<file path="src/include/tasl_map.vh">
// Purpose: constants for the temperature alarm and standby logic
// Assumes: registers reached through a simple byte write/read port behind the serial bus framing
// Notes: none
// Notes on behaviour
// - config bit 6 set means standby; conversion aborted, no result stored.
// - register port keeps working during standby.
// - one-shot write in standby converts both channels once, then standby again.
// - data byte written to one-shot register is ignored.
// - limit writes in standby re-check stored values and may raise alarm.
// - open-sensor comparator sampled at conversion start sets status bit 2.
// - open flag pulls alarm low when alarm output enabled.
// - alarm output maskable; primary trip output never masked.
// - alarm when temperature above high limit or at/below low limit.
// - alarm released after alert response read, condition gone, status cleared.
// - trip output low when a channel exceeds its trip limit.
// - trip released at trip limit minus hysteresis, per channel, automatically.
// - hysteresis resets to 10 degrees, unsigned whole degrees, reprogrammable.
// - alarm pin selectable as alarm or second trip output.
// - second trip low above high limit, unmaskable, hysteresis release.
// - second trip uses same hysteresis value.
// - signed offset added to every measurement before storing.
// - alert response read answers own seven-bit address plus trailing one.
// - alarm output open-drain, only pulls low.
`ifndef TASL_MAP_VH
`define TASL_MAP_VH
`define TASL_A_LOC_VAL 8'h00
`define TASL_A_REM_VAL 8'h01
`define TASL_A_STATUS 8'h02
`define TASL_A_CONFIG 8'h03
`define TASL_A_LOC_HI 8'h05
`define TASL_A_LOC_LO 8'h06
`define TASL_A_REM_HI 8'h07
`define TASL_A_REM_LO 8'h08
`define TASL_A_ONESHOT 8'h0F
`define TASL_A_OFFSET 8'h11
`define TASL_A_REM_TRIP 8'h19
`define TASL_A_LOC_TRIP 8'h20
`define TASL_A_HYST 8'h21
`define TASL_A_STAT_CLR 8'h22
`define TASL_CFG_MASK_BIT 7
`define TASL_CFG_STBY_BIT 6
`define TASL_CFG_PIN2_BIT 5
`define TASL_ST_BUSY 7
`define TASL_ST_LHI 6
`define TASL_ST_LLO 5
`define TASL_ST_RHI 4
`define TASL_ST_RLO 3
`define TASL_ST_OPEN 2
`define TASL_ST_RTRIP 1
`define TASL_ST_LTRIP 0
`define TASL_HYST_RST 8'h0A
`define TASL_HI_RST 8'h55
`define TASL_LO_RST 8'h00
`define TASL_TRIP_RST 8'h55
`define TASL_CONV_CYC 16'h0FA0
`endif

</file>
<file path="src/hw/tasl_core.v">
// Purpose: standby, one-shot, open-sensor, alarm and trip output logic
// Assumes: analog result valid when convert done pulses, open comparator valid at conversion start
// Notes: temperatures are signed 8-bit whole degrees
`timescale 1ns/1ps
`default_nettype none
`include "tasl_map.vh"
module tasl_core #(
  parameter [15:0] CONV_CYC = `TASL_CONV_CYC,
  parameter [6:0] DEV_ADDR = 7'h2A
)(
  input wire I_SYS_CLK,
  input wire I_RST_B,
  input wire I_WR,
  input wire I_RD,
  input wire [7:0] I_ADDR,
  input wire [7:0] I_WDATA,
  output reg [7:0] O_RDATA,
  input wire I_ARA_RD,
  output reg [7:0] O_ARA_DATA,
  output reg O_ARA_ACK,
  input wire I_OPEN_CMP,
  input wire [7:0] I_ADC_LOC,
  input wire [7:0] I_ADC_REM,
  output wire O_CONV_RUN,
  output wire O_ALERT_O,
  output wire O_ALERT_OE_B,
  output wire O_TRIP_O,
  output wire O_TRIP_OE_B
);
  // ---------------------------------------------
  // registers
  // ---------------------------------------------
  reg [7:0] cfg_q, hyst_q, off_q, lhi_q, llo_q, rhi_q, rlo_q, ltrip_q, rtrip_q;
  reg [7:0] lval_q, rval_q, stat_q;
  reg [15:0] cnt_q;
  reg run_q, shot_q, alert_q, trip_q, t2_q, ltr_q, rtr_q, lt2_q, rt2_q, oneshot_conv_q, vld_q;
  wire stby = cfg_q[`TASL_CFG_STBY_BIT];
  wire pin2 = cfg_q[`TASL_CFG_PIN2_BIT];

  function [7:0] sat_add;
    input [7:0] a;
    input [7:0] b;
    reg [8:0] s;
    begin
      s = {a[7], a} + {b[7], b};
      if (s[8] != s[7])
        sat_add = s[8] ? 8'h80 : 8'h7F;
      else
        sat_add = s[7:0];
    end
  endfunction

  function gt;
    input [7:0] a;
    input [7:0] b;
    begin
      gt = $signed(a) > $signed(b);
    end
  endfunction

  // hysteresis release point, saturated at the bottom of the range
  function [7:0] rel_pt;
    input [7:0] lim;
    input [7:0] h;
    reg [9:0] s;
    begin
      // a full 8-bit hysteresis can reach below -256, so one guard bit is not enough
      s = {{2{lim[7]}}, lim} - {2'b00, h};
      if (s[9] && (s[8:7] != 2'b11))
        rel_pt = 8'h80;
      else
        rel_pt = s[7:0];
    end
  endfunction

  // no limit verdict before a first result is stored, else reset values would alarm
  wire lhi = vld_q & gt(lval_q, lhi_q);
  wire rhi = vld_q & gt(rval_q, rhi_q);
  // at or below low limit counts as a violation
  wire llo = vld_q & !gt(lval_q, llo_q);
  wire rlo = vld_q & !gt(rval_q, rlo_q);
  wire conv_done = run_q && (cnt_q == 16'h0001);
  wire start = !run_q && (!stby || shot_q);
  wire clr = I_WR && (I_ADDR == `TASL_A_STAT_CLR);
  wire [7:0] ladj = sat_add(I_ADC_LOC, off_q);
  wire [7:0] radj = sat_add(I_ADC_REM, off_q);

  // ---------------------------------------------
  // register writes
  // ---------------------------------------------
  always @(posedge I_SYS_CLK)
  begin
    if (!I_RST_B)
    begin
      cfg_q <= 8'h00;
      hyst_q <= `TASL_HYST_RST;
      off_q <= 8'h00;
      lhi_q <= `TASL_HI_RST;
      rhi_q <= `TASL_HI_RST;
      llo_q <= `TASL_LO_RST;
      rlo_q <= `TASL_LO_RST;
      ltrip_q <= `TASL_TRIP_RST;
      rtrip_q <= `TASL_TRIP_RST;
    end
    else if (I_WR)
    begin
      if (I_ADDR == `TASL_A_CONFIG)
        cfg_q <= I_WDATA;
      else if (I_ADDR == `TASL_A_HYST)
        hyst_q <= I_WDATA;
      else if (I_ADDR == `TASL_A_OFFSET)
        off_q <= I_WDATA;
      else if (I_ADDR == `TASL_A_LOC_HI)
        lhi_q <= I_WDATA;
      else if (I_ADDR == `TASL_A_LOC_LO)
        llo_q <= I_WDATA;
      else if (I_ADDR == `TASL_A_REM_HI)
        rhi_q <= I_WDATA;
      else if (I_ADDR == `TASL_A_REM_LO)
        rlo_q <= I_WDATA;
      else if (I_ADDR == `TASL_A_LOC_TRIP)
        ltrip_q <= I_WDATA;
      else if (I_ADDR == `TASL_A_REM_TRIP)
        rtrip_q <= I_WDATA;
    end
  end

  // ---------------------------------------------
  // conversion control
  // ---------------------------------------------
  always @(posedge I_SYS_CLK)
  begin
    if (!I_RST_B)
    begin
      run_q <= 1'b0;
      shot_q <= 1'b0;
      cnt_q <= 16'h0000;
      lval_q <= 8'h00;
      rval_q <= 8'h00;
      vld_q <= 1'b0;
    end
    else
    begin
      if (I_WR && (I_ADDR == `TASL_A_ONESHOT) && stby)
        shot_q <= 1'b1;
      else if (start)
        shot_q <= 1'b0;
      if (start)
      begin
        run_q <= 1'b1;
        cnt_q <= CONV_CYC;
      end
      else if (run_q && stby && !oneshot_conv_q)
        run_q <= 1'b0;
      else if (run_q)
      begin
        cnt_q <= cnt_q - 16'h0001;
        if (conv_done)
        begin
          run_q <= 1'b0;
          vld_q <= 1'b1;
          lval_q <= ladj;
          rval_q <= radj;
        end
      end
    end
  end

  // remembers that the running conversion came from a one-shot
  always @(posedge I_SYS_CLK)
  begin
    if (!I_RST_B)
      oneshot_conv_q <= 1'b0;
    else if (start)
      oneshot_conv_q <= stby;
    else if (!run_q)
      oneshot_conv_q <= 1'b0;
  end

  // ---------------------------------------------
  // status flags, set wins over clear
  // ---------------------------------------------
  always @(posedge I_SYS_CLK)
  begin
    if (!I_RST_B)
      stat_q <= 8'h00;
    else
    begin
      stat_q[`TASL_ST_LHI] <= lhi | (stat_q[`TASL_ST_LHI] & !clr);
      stat_q[`TASL_ST_LLO] <= llo | (stat_q[`TASL_ST_LLO] & !clr);
      stat_q[`TASL_ST_RHI] <= rhi | (stat_q[`TASL_ST_RHI] & !clr);
      stat_q[`TASL_ST_RLO] <= rlo | (stat_q[`TASL_ST_RLO] & !clr);
      stat_q[`TASL_ST_OPEN] <= (start & I_OPEN_CMP) | (stat_q[`TASL_ST_OPEN] & !clr);
      stat_q[`TASL_ST_RTRIP] <= rtr_q;
      stat_q[`TASL_ST_LTRIP] <= ltr_q;
      stat_q[`TASL_ST_BUSY] <= run_q;
    end
  end

  // ---------------------------------------------
  // trip outputs with hysteresis
  // ---------------------------------------------
  always @(posedge I_SYS_CLK)
  begin
    if (!I_RST_B)
    begin
      ltr_q <= 1'b0;
      rtr_q <= 1'b0;
      lt2_q <= 1'b0;
      rt2_q <= 1'b0;
    end
    else
    begin
      ltr_q <= gt(lval_q, ltrip_q) | (ltr_q & gt(lval_q, rel_pt(ltrip_q, hyst_q)));
      rtr_q <= gt(rval_q, rtrip_q) | (rtr_q & gt(rval_q, rel_pt(rtrip_q, hyst_q)));
      lt2_q <= lhi | (lt2_q & gt(lval_q, rel_pt(lhi_q, hyst_q)));
      rt2_q <= rhi | (rt2_q & gt(rval_q, rel_pt(rhi_q, hyst_q)));
    end
  end

  // ---------------------------------------------
  // alarm latch and alert response
  // ---------------------------------------------
  wire cause = lhi | llo | rhi | rlo;
  wire any_stat = |stat_q[6:2];
  always @(posedge I_SYS_CLK)
  begin
    if (!I_RST_B)
    begin
      alert_q <= 1'b0;
      O_ARA_ACK <= 1'b0;
      O_ARA_DATA <= 8'h00;
    end
    else
    begin
      O_ARA_ACK <= 1'b0;
      // answer address plus one while the alarm is live
      if (I_ARA_RD && alert_q && !pin2 && !cfg_q[`TASL_CFG_MASK_BIT])
      begin
        O_ARA_ACK <= 1'b1;
        O_ARA_DATA <= {DEV_ADDR, 1'b1};
      end
      if (cause | stat_q[`TASL_ST_OPEN])
        alert_q <= 1'b1;
      // release only when answered and clean
      else if (I_ARA_RD && alert_q && !pin2 && !cfg_q[`TASL_CFG_MASK_BIT] && !any_stat && !clr)
        alert_q <= 1'b0;
    end
  end

  // ---------------------------------------------
  // read path and pins
  // ---------------------------------------------
  always @(posedge I_SYS_CLK)
  begin
    if (!I_RST_B)
      O_RDATA <= 8'h00;
    else if (I_RD)
    begin
      if (I_ADDR == `TASL_A_LOC_VAL)
        O_RDATA <= lval_q;
      else if (I_ADDR == `TASL_A_REM_VAL)
        O_RDATA <= rval_q;
      else if (I_ADDR == `TASL_A_STATUS)
        O_RDATA <= stat_q;
      else if (I_ADDR == `TASL_A_CONFIG)
        O_RDATA <= cfg_q;
      else if (I_ADDR == `TASL_A_HYST)
        O_RDATA <= hyst_q;
      else if (I_ADDR == `TASL_A_OFFSET)
        O_RDATA <= off_q;
      else
        O_RDATA <= 8'h00;
    end
  end

  always @(posedge I_SYS_CLK)
  begin
    if (!I_RST_B)
    begin
      trip_q <= 1'b0;
      t2_q <= 1'b0;
    end
    else
    begin
      trip_q <= ltr_q | rtr_q;
      t2_q <= pin2 ? (lt2_q | rt2_q) : (alert_q & !cfg_q[`TASL_CFG_MASK_BIT]);
    end
  end

  assign O_CONV_RUN = run_q;
  assign O_ALERT_O = 1'b0;
  assign O_ALERT_OE_B = !t2_q;
  assign O_TRIP_O = 1'b0;
  assign O_TRIP_OE_B = !trip_q;
endmodule // tasl_core
`default_nettype wire

</file>
<file path="config.mk">
export PLATFORM = sky130hd
export DESIGN_NAME = tasl_core
export DESIGN_NICKNAME = d
export VERILOG_FILES = /design/src/hw/tasl_core.v
export VERILOG_INCLUDE_DIRS = /design/src /design/src/include
export SDC_FILE = /design/constraint.sdc
export NUM_CORES = 1
export LEC_CHECK = 0
export ABC_AREA = 1
export BUFFER_PORTS_ARGS = -buffer_cell sky130_fd_sc_hd__buf_2
export CORE_MARGIN = 3
export CORE_UTILIZATION = 60
export DETAILED_ROUTE_END_ITERATION = 16
export GPL_ROUTABILITY_DRIVEN = 0
export MAX_ROUTING_LAYER = met4
export PLACE_DENSITY = 0.79
export SLEW_MARGIN = 20
export SYNTH_ARGS = -nofsm -noshare
export SYNTH_HDL_FRONTEND = slang
export SYNTH_SLANG_ARGS = --single-unit
</file>
<file path="constraint.sdc">
create_clock -name I_SYS_CLK -period 6.3 [get_ports I_SYS_CLK]
set_clock_uncertainty 0.05 [all_clocks]
set_input_delay 1.26 -clock I_SYS_CLK [delete_from_list [all_inputs] [get_ports I_SYS_CLK]]
set_output_delay 1.26 -clock I_SYS_CLK [all_outputs]
set_load 0.02 [all_outputs]
</file>
==> flow_metrics.py, run 1 <==
metrics = {
    "die": {
        "fp.dieH_um": 133.8,
        "initial_core_util": 0.6147,
        "dieWidth_um": 133.8,
        "rows": 46,
        "dieArea_mm2": 0.01790,
        "coreArea_mm2": 0.01594,
        "pin_count": 60,
    },
    "grt": {
        "grt_pass1_vias": 8788,
        "grt_max_degree": 57,
        "grt_remaining_overflow": 0,
        "antenna_found_initial": 0,
        "grt_usage": 0.3142,
        "grt_pass1_wl_mm": 43.42,
    },
    "clocking": {
        "clk_pin_slew_ns": 0.06,
        "cts_resized": 0,
        "cts_buffers": 17,
        "cts_buffer_depth": 2,
        "clock-sinks": 133,
        "cts_tree": "built",
        "insertion_delay_ns": 0.43,
        "htreeDepth": 4,
        "post_cts_buffers": 0,
        "clk_root_buffer_cell": "clkbuf_16",
        "holdBufCountCts": 0,
    },
    "synthesis": {
        "synthTopCellsByArea": "dfxtp_1 (27%), ha_1 (17%), nand2_1 (11%)",
        "synthCells": 1402,
        "yosysWarnings": 0,
        "yosysUniqueCellTypes": 46,
        "synth-edff-count": 0,
        "synth_area_leader_cell": "dfxtp_1",
        "yosys_register_bits": 133,
        "async_flop_share": 0,
        "synthFlopType": "dfxtp_1",
        "syn-cell-area_mm2": 0.009801,
        "syn-mean-instance-area_um2": 6.990,
        "yosys.area.top_type_share": 0.2717,
        "yosysSeqAreaShare": 0.2717,
    },
    "power": {
        "p_per_area_mw_per_mm2": 187.9,
        "ir_worst_vdd_uv": 175.5,
        "p_leak_uw": 0.005340,
        "p_switching_uw": 516.5,
        "seq_power_share": 0.425,
        "finalPower_uw": 2025,
        "p_sw_frac": 0.2550,
        "internal_power_uw": 1509,
        "clkPwrFrac": 0.499,
        "combPwrFrac": 0.076,
    },
    "worst_setup_path": {
        "crit_arrival_ns": 3.99,
        "critical_path_class": "flop to flop",
        "endpoint_kind": "flop",
        "cp_max_fo": 6,
        "cp.required_ns": 6.61,
        "cp-start-kind": "flop",
    },
    "timing": {
        "tns_ns": 0,
        "layout_setup_ws_ns": 2.620,
        "slew_headroom": 0.5891,
        "tightest_slew_ns": 0.6155,
        "fin_crit_sh": 0.5841,
        "rsz0062_at_grt": "false",
        "setup_viol_count_final": 0,
        "fmax_mhz": 271.8,
        "hold_violations": 0,
        "layout_min_cycle_time_ns": 3.680,
        "drv_slew": 0,
    },
    "route": {
        "drt-initial-drc-count": 688,
        "finalWirelength_mm": 27.25,
        "firstDrtPassIters": 5,
        "drc_errors": 0,
        "ant_nets": 0,
        "dr_total_vias": 9473,
        "wl_per_cell_um": 16.24,
        "viasPerCell": 5.645,
    },
    "worst_hold_path": {
        "hp-class": "flop to flop",
    },
    "flow_run": {
        "cap_viol_max_count": 0,
    },
    "outcome": {
        "run_status": "complete, no violations",
    },
    "placement": {
        "port-buffer-count": 53,
        "post-place-ws_ns": 2.839,
        "place_hpwl_mm": 19.75,
        "dp_cells": 1646,
    },
    "layout": {
        "drive_gt1_frac": 0.1012,
        "antenna_cells": 0,
        "fin_util": 0.6761,
        "fillerInstances": 1407,
        "nets": 1627,
        "finalNonFillerCells": 1678,
        "area_growth_syn_to_layout_pct": 9.984,
    },
}
Yosys cell counts (18+ instances only):
cell     count
nand4_1     33
nand2_1    296
nor2_1      77
or2_2       24
o21ai_0    123
inv_1      209
dfxtp_1    133
xor2_1      18
ha_1       134
a21oi_1    182
nand3_1     48
logic make-up (layout without fill, tap and decap cells):
group           count (synthesis)  after routing  share of synthesized area
other cells                     1              6                  0.0003826
buf+inv                       246            301                     0.1012
simple gates                  517            517                     0.2368
fa+ha+maj                     140            140                     0.1833
flops                         133            133                     0.2717
xor+xnor                       22             22                    0.01966
compound gates                343            343                     0.1869
critical path, stage by stage (launching register included):
cell,delay (ns)
dfxtp_1,0.58
inv_1,0.29
ha_1,0.36
nand2_1,0.05
o21ai_0,0.38
nand4_1,0.15
nand2_1,0.13
xor2_1,0.20
nand2_1,0.10
nand2_1,0.19
nand3_1,0.11
ha_1,0.32
nand2_1,0.08
o21ai_0,0.21
nand2_1,0.08
o2111ai_1,0.08
nand4_1,0.10
a21oi_1,0.14
metal layers:
layer | GRT usage | up-vias | routed length [um]
met1 | 0.3925 | 4300 | 11550
met4 | 0.1297 | 0 | 1092
met2 | 0.5081 | 356 | 12590
met3 | 0.05176 | 84 | 2019
met5 | - | - | 0
li1 | - | 4733 | -
stage by stage:
stage | instance area, um^2 | hold WS [ns]
floorplan | 9819 | 0.3780
global route | 10780 | 0.4280
global placement | 10180 | 0.3893
detailed placement | 10180 | 0.3996
CTS | 10780 | 0.4085
finish | 10780 | 0.4048
sequential cells by signal, summed over array words and instances, names as in the netlist, 8 cells and up:
signal,flops
O_RDATA,8
cfg_q,8
cnt_q,16
hyst_q,8
lhi_q,8
llo_q,8
ltrip_q,8
lval_q,8
off_q,8
rhi_q,8
rlo_q,8
rtrip_q,8
rval_q,8
stat_q,8
power groups by stage:
stage | combinational (uW) | clock, uW | sequential, uW
finish | 154 | 1010 | 861
global route | 172 | 1060 | 862
CTS | 152 | 1020 | 860
detailed placement | 150 | 0 | 879
global placement | 148 | 0 | 879
floorplan | 104 | 0 | 878
cell type report:
type	count	area (um^2)	share of cell area
Tap cell	216	270.3	0.02507
Inverter	214	803.3	0.07452
Multi-Input combinational cell	1028	6165	0.5719
Clock inverter	12	141.4	0.01312
Timing Repair Buffer	55	280.3	0.02600
Clock buffer	20	456.7	0.04237
Sequential cell	133	2663	0.2470
final timing paths:
check,from,slack [ns],cells after the start,end
setup / recovery,hyst_q[1],2.62,17,lt2_q
hold reg to reg,rlo_q[0],0.40,2,rlo_q[0]
setup reg to reg,hyst_q[1],2.62,17,lt2_q
hold / removal,rlo_q[0],0.40,2,rlo_q[0]
cell usage in the layout (no fill, tap or decap), types with 5 or more instances in the layout:
master,synthesis,routed
inv_6,0,6
or2_2,24,24
nor2_1,77,77
clkbuf_16,0,17
fa_1,6,6
a21oi_1,182,182
dfxtp_1,133,133
o211ai_1,12,12
nand3_1,48,48
conb_1,1,6
xor2_1,18,18
ha_1,134,134
buf_2,4,53
o21ai_0,123,123
nand4_1,33,33
nand2_1,296,296
nor2_2,6,6
nor2_4,5,5
nor3_1,7,7
inv_1,209,209
No activity file was read; power rests on OpenSTA's default activity.
==> run 2: changes to the inputs <==
Settings changed: ABC_AREA 1 to 0.
Clock period 6.3 ns to 3.8 ns, I/O delays scaled along.
==> flow_metrics.py, run 2 <==
metrics = {
    "timing": {
        "setup_viol_count_final": 0,
        "tns_ns": 0,
        "tightest_slew_ns": 0.6711,
        "hold_ws_ns": 0.4213,
        "layout_min_cycle_time_ns": 3.602,
        "hold_violations": 0,
        "slew_headroom": 0.5512,
        "fin_crit_sh": 0.9479,
        "drv_slew": 0,
        "fmax_mhz": 277.6,
    },
    "worst_setup_path": {
        "cp-start-kind": "flop",
        "worst_r2r_endpoint": "ltr_q",
        "r2r-start": "hyst_q[1]",
        "critical_path_class": "flop to flop",
        "startpoint": "hyst_q[1]",
        "crit_arrival_ns": 3.85,
        "cp_max_fo": 4,
        "worstSetupEndpoint": "ltr_q",
        "endpoint_kind": "flop",
        "rrSetupSlack_ns": 0.20,
        "cp.required_ns": 4.04,
        "reg2reg_depth": 12,
    },
    "power": {
        "finalPower_uw": 3270,
        "ir_worst_vdd_uv": 312.6,
        "p_per_area_mw_per_mm2": 295.4,
        "p_leak_uw": 0.004909,
    },
    "route": {
        "wl_per_cell_um": 19.04,
        "ant_nets": 0,
        "finalWirelength_mm": 28.67,
        "firstDrtPassIters": 6,
        "dr_total_vias": 9539,
        "drt-initial-drc-count": 846,
        "viasPerCell": 6.334,
        "drc_errors": 0,
    },
    "synthesis": {
        "syn-mean-instance-area_um2": 8.104,
        "yosysUniqueCellTypes": 73,
        "synth-edff-count": 0,
        "synthFlopType": "dfxtp_1",
        "yosysMostFrequentCell": "ha_1",
        "synthCells": 1229,
        "yosysSeqAreaShare": 0.2673,
        "yosys.area.top_type_share": 0.2673,
        "syn-cell-area_mm2": 0.009960,
        "async_flop_share": 0,
        "synthTopCellsByArea": "dfxtp_1 (27%), ha_1 (17%), mux2i_1 (5.4%)",
        "synth_area_leader_cell": "dfxtp_1",
        "yosysWarnings": 0,
        "synthTopCellsByCount": "ha_1 (134), dfxtp_1 (133), nor2_1 (118)",
        "yosys_register_bits": 133,
    },
    "layout": {
        "largest-register": "cnt_q",
        "fillerInstances": 1326,
        "area_growth_syn_to_layout_pct": 11.16,
        "most-common-layout-cells": "ha_1 (133), dfxtp_1 (131), nor2_1 (118)",
        "antenna_cells": 0,
        "final_cell_area_mm2": 0.01107,
        "largest_reg_flops": 16,
        "nets": 1455,
        "final_common_cell": "ha_1",
        "drive_gt1_frac": 0.1078,
    },
    "grt": {
        "grt_usage": 0.3237,
        "grt_max_degree": 33,
        "grt_pass1_vias": 8829,
        "grt_pass1_wl_mm": 45.01,
        "antenna_found_initial": 0,
        "grtUsageMet3": 0.04285,
        "grt_remaining_overflow": 0,
        "grt_use_met2": 0.4936,
        "use_met1": 0.4219,
        "grt-busiest-layer": "met2",
    },
    "clocking": {
        "cts_buffer_depth": 2,
        "htreeDepth": 4,
        "clk_pin_slew_ns": 0.06,
        "holdBufCountCts": 0,
        "clk_root_buffer_cell": "clkbuf_16",
        "clock-sinks": 133,
        "cts_buffers": 17,
        "insertion_delay_ns": 0.42,
        "cts_tree": "built",
    },
    "die": {
        "fp.dieH_um": 134.8,
        "coreArea_mm2": 0.01606,
        "initial_core_util": 0.6202,
        "dieWidth_um": 134.8,
        "rows": 46,
        "pin_count": 60,
        "dieArea_mm2": 0.01818,
    },
    "worst_hold_path": {
        "hold_path_startpoint": "hyst_q[5]",
        "hp-class": "flop to flop",
    },
    "flow_run": {
        "cap_viol_max_count": 0,
    },
    "placement": {
        "port-buffer-count": 53,
        "placed_cell_area_mm2": 0.01046,
        "place_hpwl_mm": 20.41,
    },
    "outcome": {
        "run_status": "complete, no violations",
    },
}
==> run 2: cell types whose count changed after synthesis, moves of 17 or more <==
cell      delta
nand2_1    -202
inv_1      -124
a21oi_1     -90
o21ai_0     -71
mux2i_1     +54
nor2_1      +41
clkbuf_1    +30
nor2b_1     +26
o21a_1      +23
or2_2       -18
a22oi_1     +17
==> run 2: timing repair <==
item / CTS / global route
setup endpoints to repair: 0 / 4
buffers inserted: 0 / 0
gates resized for setup: 0 / 15
==> run 2: logic make-up after synthesis <==
kind of cell | count (synthesis) | synth area share
AOI/OAI and AO/OA | 323 | 0.2082
buffers and inverters | 139 | 0.05628
xor gates and xnor gates | 29 | 0.02550
DFF | 133 | 0.2673
muxes | 55 | 0.05540
adders and majority gates | 140 | 0.1804
other | 1 | 0.0003765
and+or+nand+nor | 409 | 0.2065
==> run 2: worst min-delay path by stage <==
| stage | to | slack (ns) | cells past startpoint |
|---|---|---|---|
| after floorplan | cnt_q[3] | 0.39 | 2 |
| after global placement | cnt_q[3] | 0.40 | 2 |
| after detailed placement | hyst_q[5] | 0.42 | 2 |
| after CTS | hyst_q[5] | 0.42 | 2 |
| after global routing | hyst_q[4] | 0.45 | 2 |
| final | hyst_q[5] | 0.42 | 2 |
==> run 2: through the flow <==
step           setup WS [ns]  std cells  utilization
2_1_floorplan         0.2434       1234            -
3_3_place_gp          0.1795       1474       0.6514
3_5_place_dp         0.08589       1474       0.6514
4_1_cts              0.08075       1506       0.6863
5_1_grt            -0.007946       1506       0.6894
6_report              0.1979       1506       0.6894
==> run 2: critical path, stage by stage, from the launching register on <==
cell	delay (ns)
dfxtp_1	0.33
inv_1	0.11
ha_1	0.30
nor2b_1	0.15
o2111ai_1	0.39
nand4_1	0.18
a32oi_1	0.24
o22ai_1	0.12
or3b_2	0.48
ha_1	0.20
or4b_2	0.62
o211ai_1	0.21
a21oi_1	0.09
==> run 2: final cells by class <==
cell class,count,area (um^2),area share
Clock buffer,20,456.7,0.04125
Clock inverter,12,103.9,0.009381
Inverter,85,319.1,0.02882
Multi-Input combinational cell,962,6803,0.6145
Sequential cell,133,2665,0.2407
Tap cell,216,270.3,0.02441
Timing Repair Buffer,78,452.9,0.04091
==> run 2: layer usage <==
layer / vias to the layer above / wire length (um)
li1: 4580 / -
met2: 435 / 13070
met5: - / 0
met4: 0 / 1347
met3: 102 / 2268
met1: 4422 / 11980
==> run 2: power breakdown <==
group / internal [uW] / leakage [uW] / switching, uW
clock: 932 / 0.000272 / 643
sequential: 1420 / 0.00108 / 21.8
combinational: 90.5 / 0.00356 / 167
==> run 3: changes to the inputs <==
==> constraint.sdc (replaced) <==
create_clock -name I_SYS_CLK -period 3.8 [get_ports I_SYS_CLK]
set_clock_uncertainty 0.05 [all_clocks]
set_input_delay 0.38 -clock I_SYS_CLK [delete_from_list [all_inputs] [get_ports I_SYS_CLK]]
set_output_delay 0.38 -clock I_SYS_CLK [all_outputs]
set_load 0.02 [all_outputs]
==> flow_metrics.py, run 3 (synthesized netlist as in run 2, its figures left out) <==
metrics = {
    "timing": {
        "tns_ns": 0,
        "hold_violations": 0,
        "layout_min_cycle_time_ns": 3.640,
        "setup_viol_count_final": 0,
        "drv_slew": 0,
        "fmax_mhz": 274.7,
        "tightest_slew_ns": 0.9066,
        "layout_setup_ws_ns": 0.1600,
        "fin_crit_sh": 0.9579,
        "slew_headroom": 0.3906,
    },
    "clocking": {
        "cts_tree": "built",
        "cts_buffer_depth": 2,
        "htreeDepth": 4,
        "cts_resized": 0,
        "holdBufCountCts": 0,
        "clock-sinks": 133,
        "clk_root_buffer_cell": "clkbuf_16",
        "clk_pin_slew_ns": 0.06,
        "post_cts_buffers": 0,
        "cts_buffers": 17,
        "insertion_delay_ns": 0.42,
    },
    "worst_setup_path": {
        "cp.required_ns": 4.07,
        "crit_arrival_ns": 3.91,
        "slowest_stage": "or4_1",
        "crit_chain": "inv_1, ha_1, or4_1, o21ai_0, a21oi_1, a211o_1, o2111ai_1, nand3b_1, ha_1, nor2b_1, o21a_1, o21a_1, o21ai_0, a21oi_1, o31a_1",
        "critical_path_class": "flop to flop",
        "slowest_delay_ns": 0.46,
        "endpoint_kind": "flop",
        "cp_max_fo": 4,
        "cp-start-kind": "flop",
    },
    "worst_hold_path": {
        "hp-class": "input port to flop",
    },
    "layout": {
        "fin_util": 0.6886,
        "nets": 1450,
        "fillerInstances": 1329,
        "final_common_cell": "ha_1",
        "multi_input_area_mm2": 0.006809,
        "largest-register": "cnt_q",
        "regArea_mm2": 0.002664,
        "most-common-layout-cells": "ha_1 (133), dfxtp_1 (132), nor2_1 (118)",
        "antenna_cells": 0,
        "area_growth_syn_to_layout_pct": 11.03,
        "largest_reg_flops": 16,
        "drive_gt1_frac": 0.1051,
    },
    "die": {
        "fp.dieH_um": 134.8,
        "pin_count": 60,
        "coreArea_mm2": 0.01606,
        "dieWidth_um": 134.8,
        "initial_core_util": 0.6202,
        "dieArea_mm2": 0.01818,
        "rows": 46,
    },
    "power": {
        "ir_worst_vdd_uv": 300.9,
        "p_per_area_mw_per_mm2": 299.5,
        "p_leak_uw": 0.004886,
    },
    "route": {
        "firstDrtPassIters": 5,
        "finalWirelength_mm": 29.02,
        "drc_errors": 0,
        "wl_per_cell_um": 19.33,
        "dr_total_vias": 9527,
        "drt-initial-drc-count": 777,
        "ant_nets": 0,
        "viasPerCell": 6.347,
    },
    "placement": {
        "place_hpwl_mm": 20.23,
        "port-buffer-count": 53,
        "post-place-ws_ns": 0.08151,
    },
    "outcome": {
        "run_status": "complete, no violations",
    },
    "grt": {
        "grt_usage": 0.3225,
        "grt_pass1_wl_mm": 44.62,
        "grt_max_degree": 33,
        "grt_pass1_vias": 8605,
        "antenna_found_initial": 0,
        "grt_remaining_overflow": 0,
    },
    "flow_run": {
        "cap_viol_max_count": 0,
    },
}
-- run 3: final cells by class --
type / instances / area share
multi-input cells: 962 / 0.6158
flip-flops and latches: 133 / 0.2409
clock buffers: 21 / 0.04345
repair buffers: 73 / 0.03757
inverters: 85 / 0.02885
well taps: 216 / 0.02444
clock inverters: 11 / 0.009052
-- run 3: final timing paths --
path,startpoint,end,slack [ns],depth (start not counted)
max,hyst_q[4],rtr_q,0.16,15
min,I_OPEN_CMP,stat_q[2],0.17,3
max reg2reg,hyst_q[4],rtr_q,0.16,15
min reg2reg,cnt_q[3],cnt_q[3],0.42,2
-- run 3: layer usage --
metal,global-route usage,up-vias,part of all wire
met1,0.4203,4439,0.42
met3,0.04806,116,0.083
met5,-,-,0
met4,0.1629,0,0.057
met2,0.4894,404,0.44
li1,-,4568,-
-- run 3: report_power, final --
group          total, uW  internal (uW)  switching, uW
logic                257           88.9            168
registers           1440           1420           21.9
clock network       1620            968            650
-- run 3: stage by stage --
stage	instance area, um^2	total power, uW	std cells	hold WS (ns)
3_5_place_dp	10420	1716	1469	0.4065
2_1_floorplan	9978	1637	1234	0.3925
4_1_cts	11000	3316	1501	0.1625
6_report	11060	3312	1501	0.1733
3_3_place_gp	10420	1712	1469	0.4023
5_1_grt	11060	3401	1501	0.1848
-- run 3: critical path, delay by kind of cell, from the launching register on --
kind,cells,cell delay [ns]
DFF,1,0.35
buffers and inverters,1,0.15
and+or+nand+nor,3,0.75
AOI/OAI and AO/OA,9,1.58
adders and majority gates,2,0.66
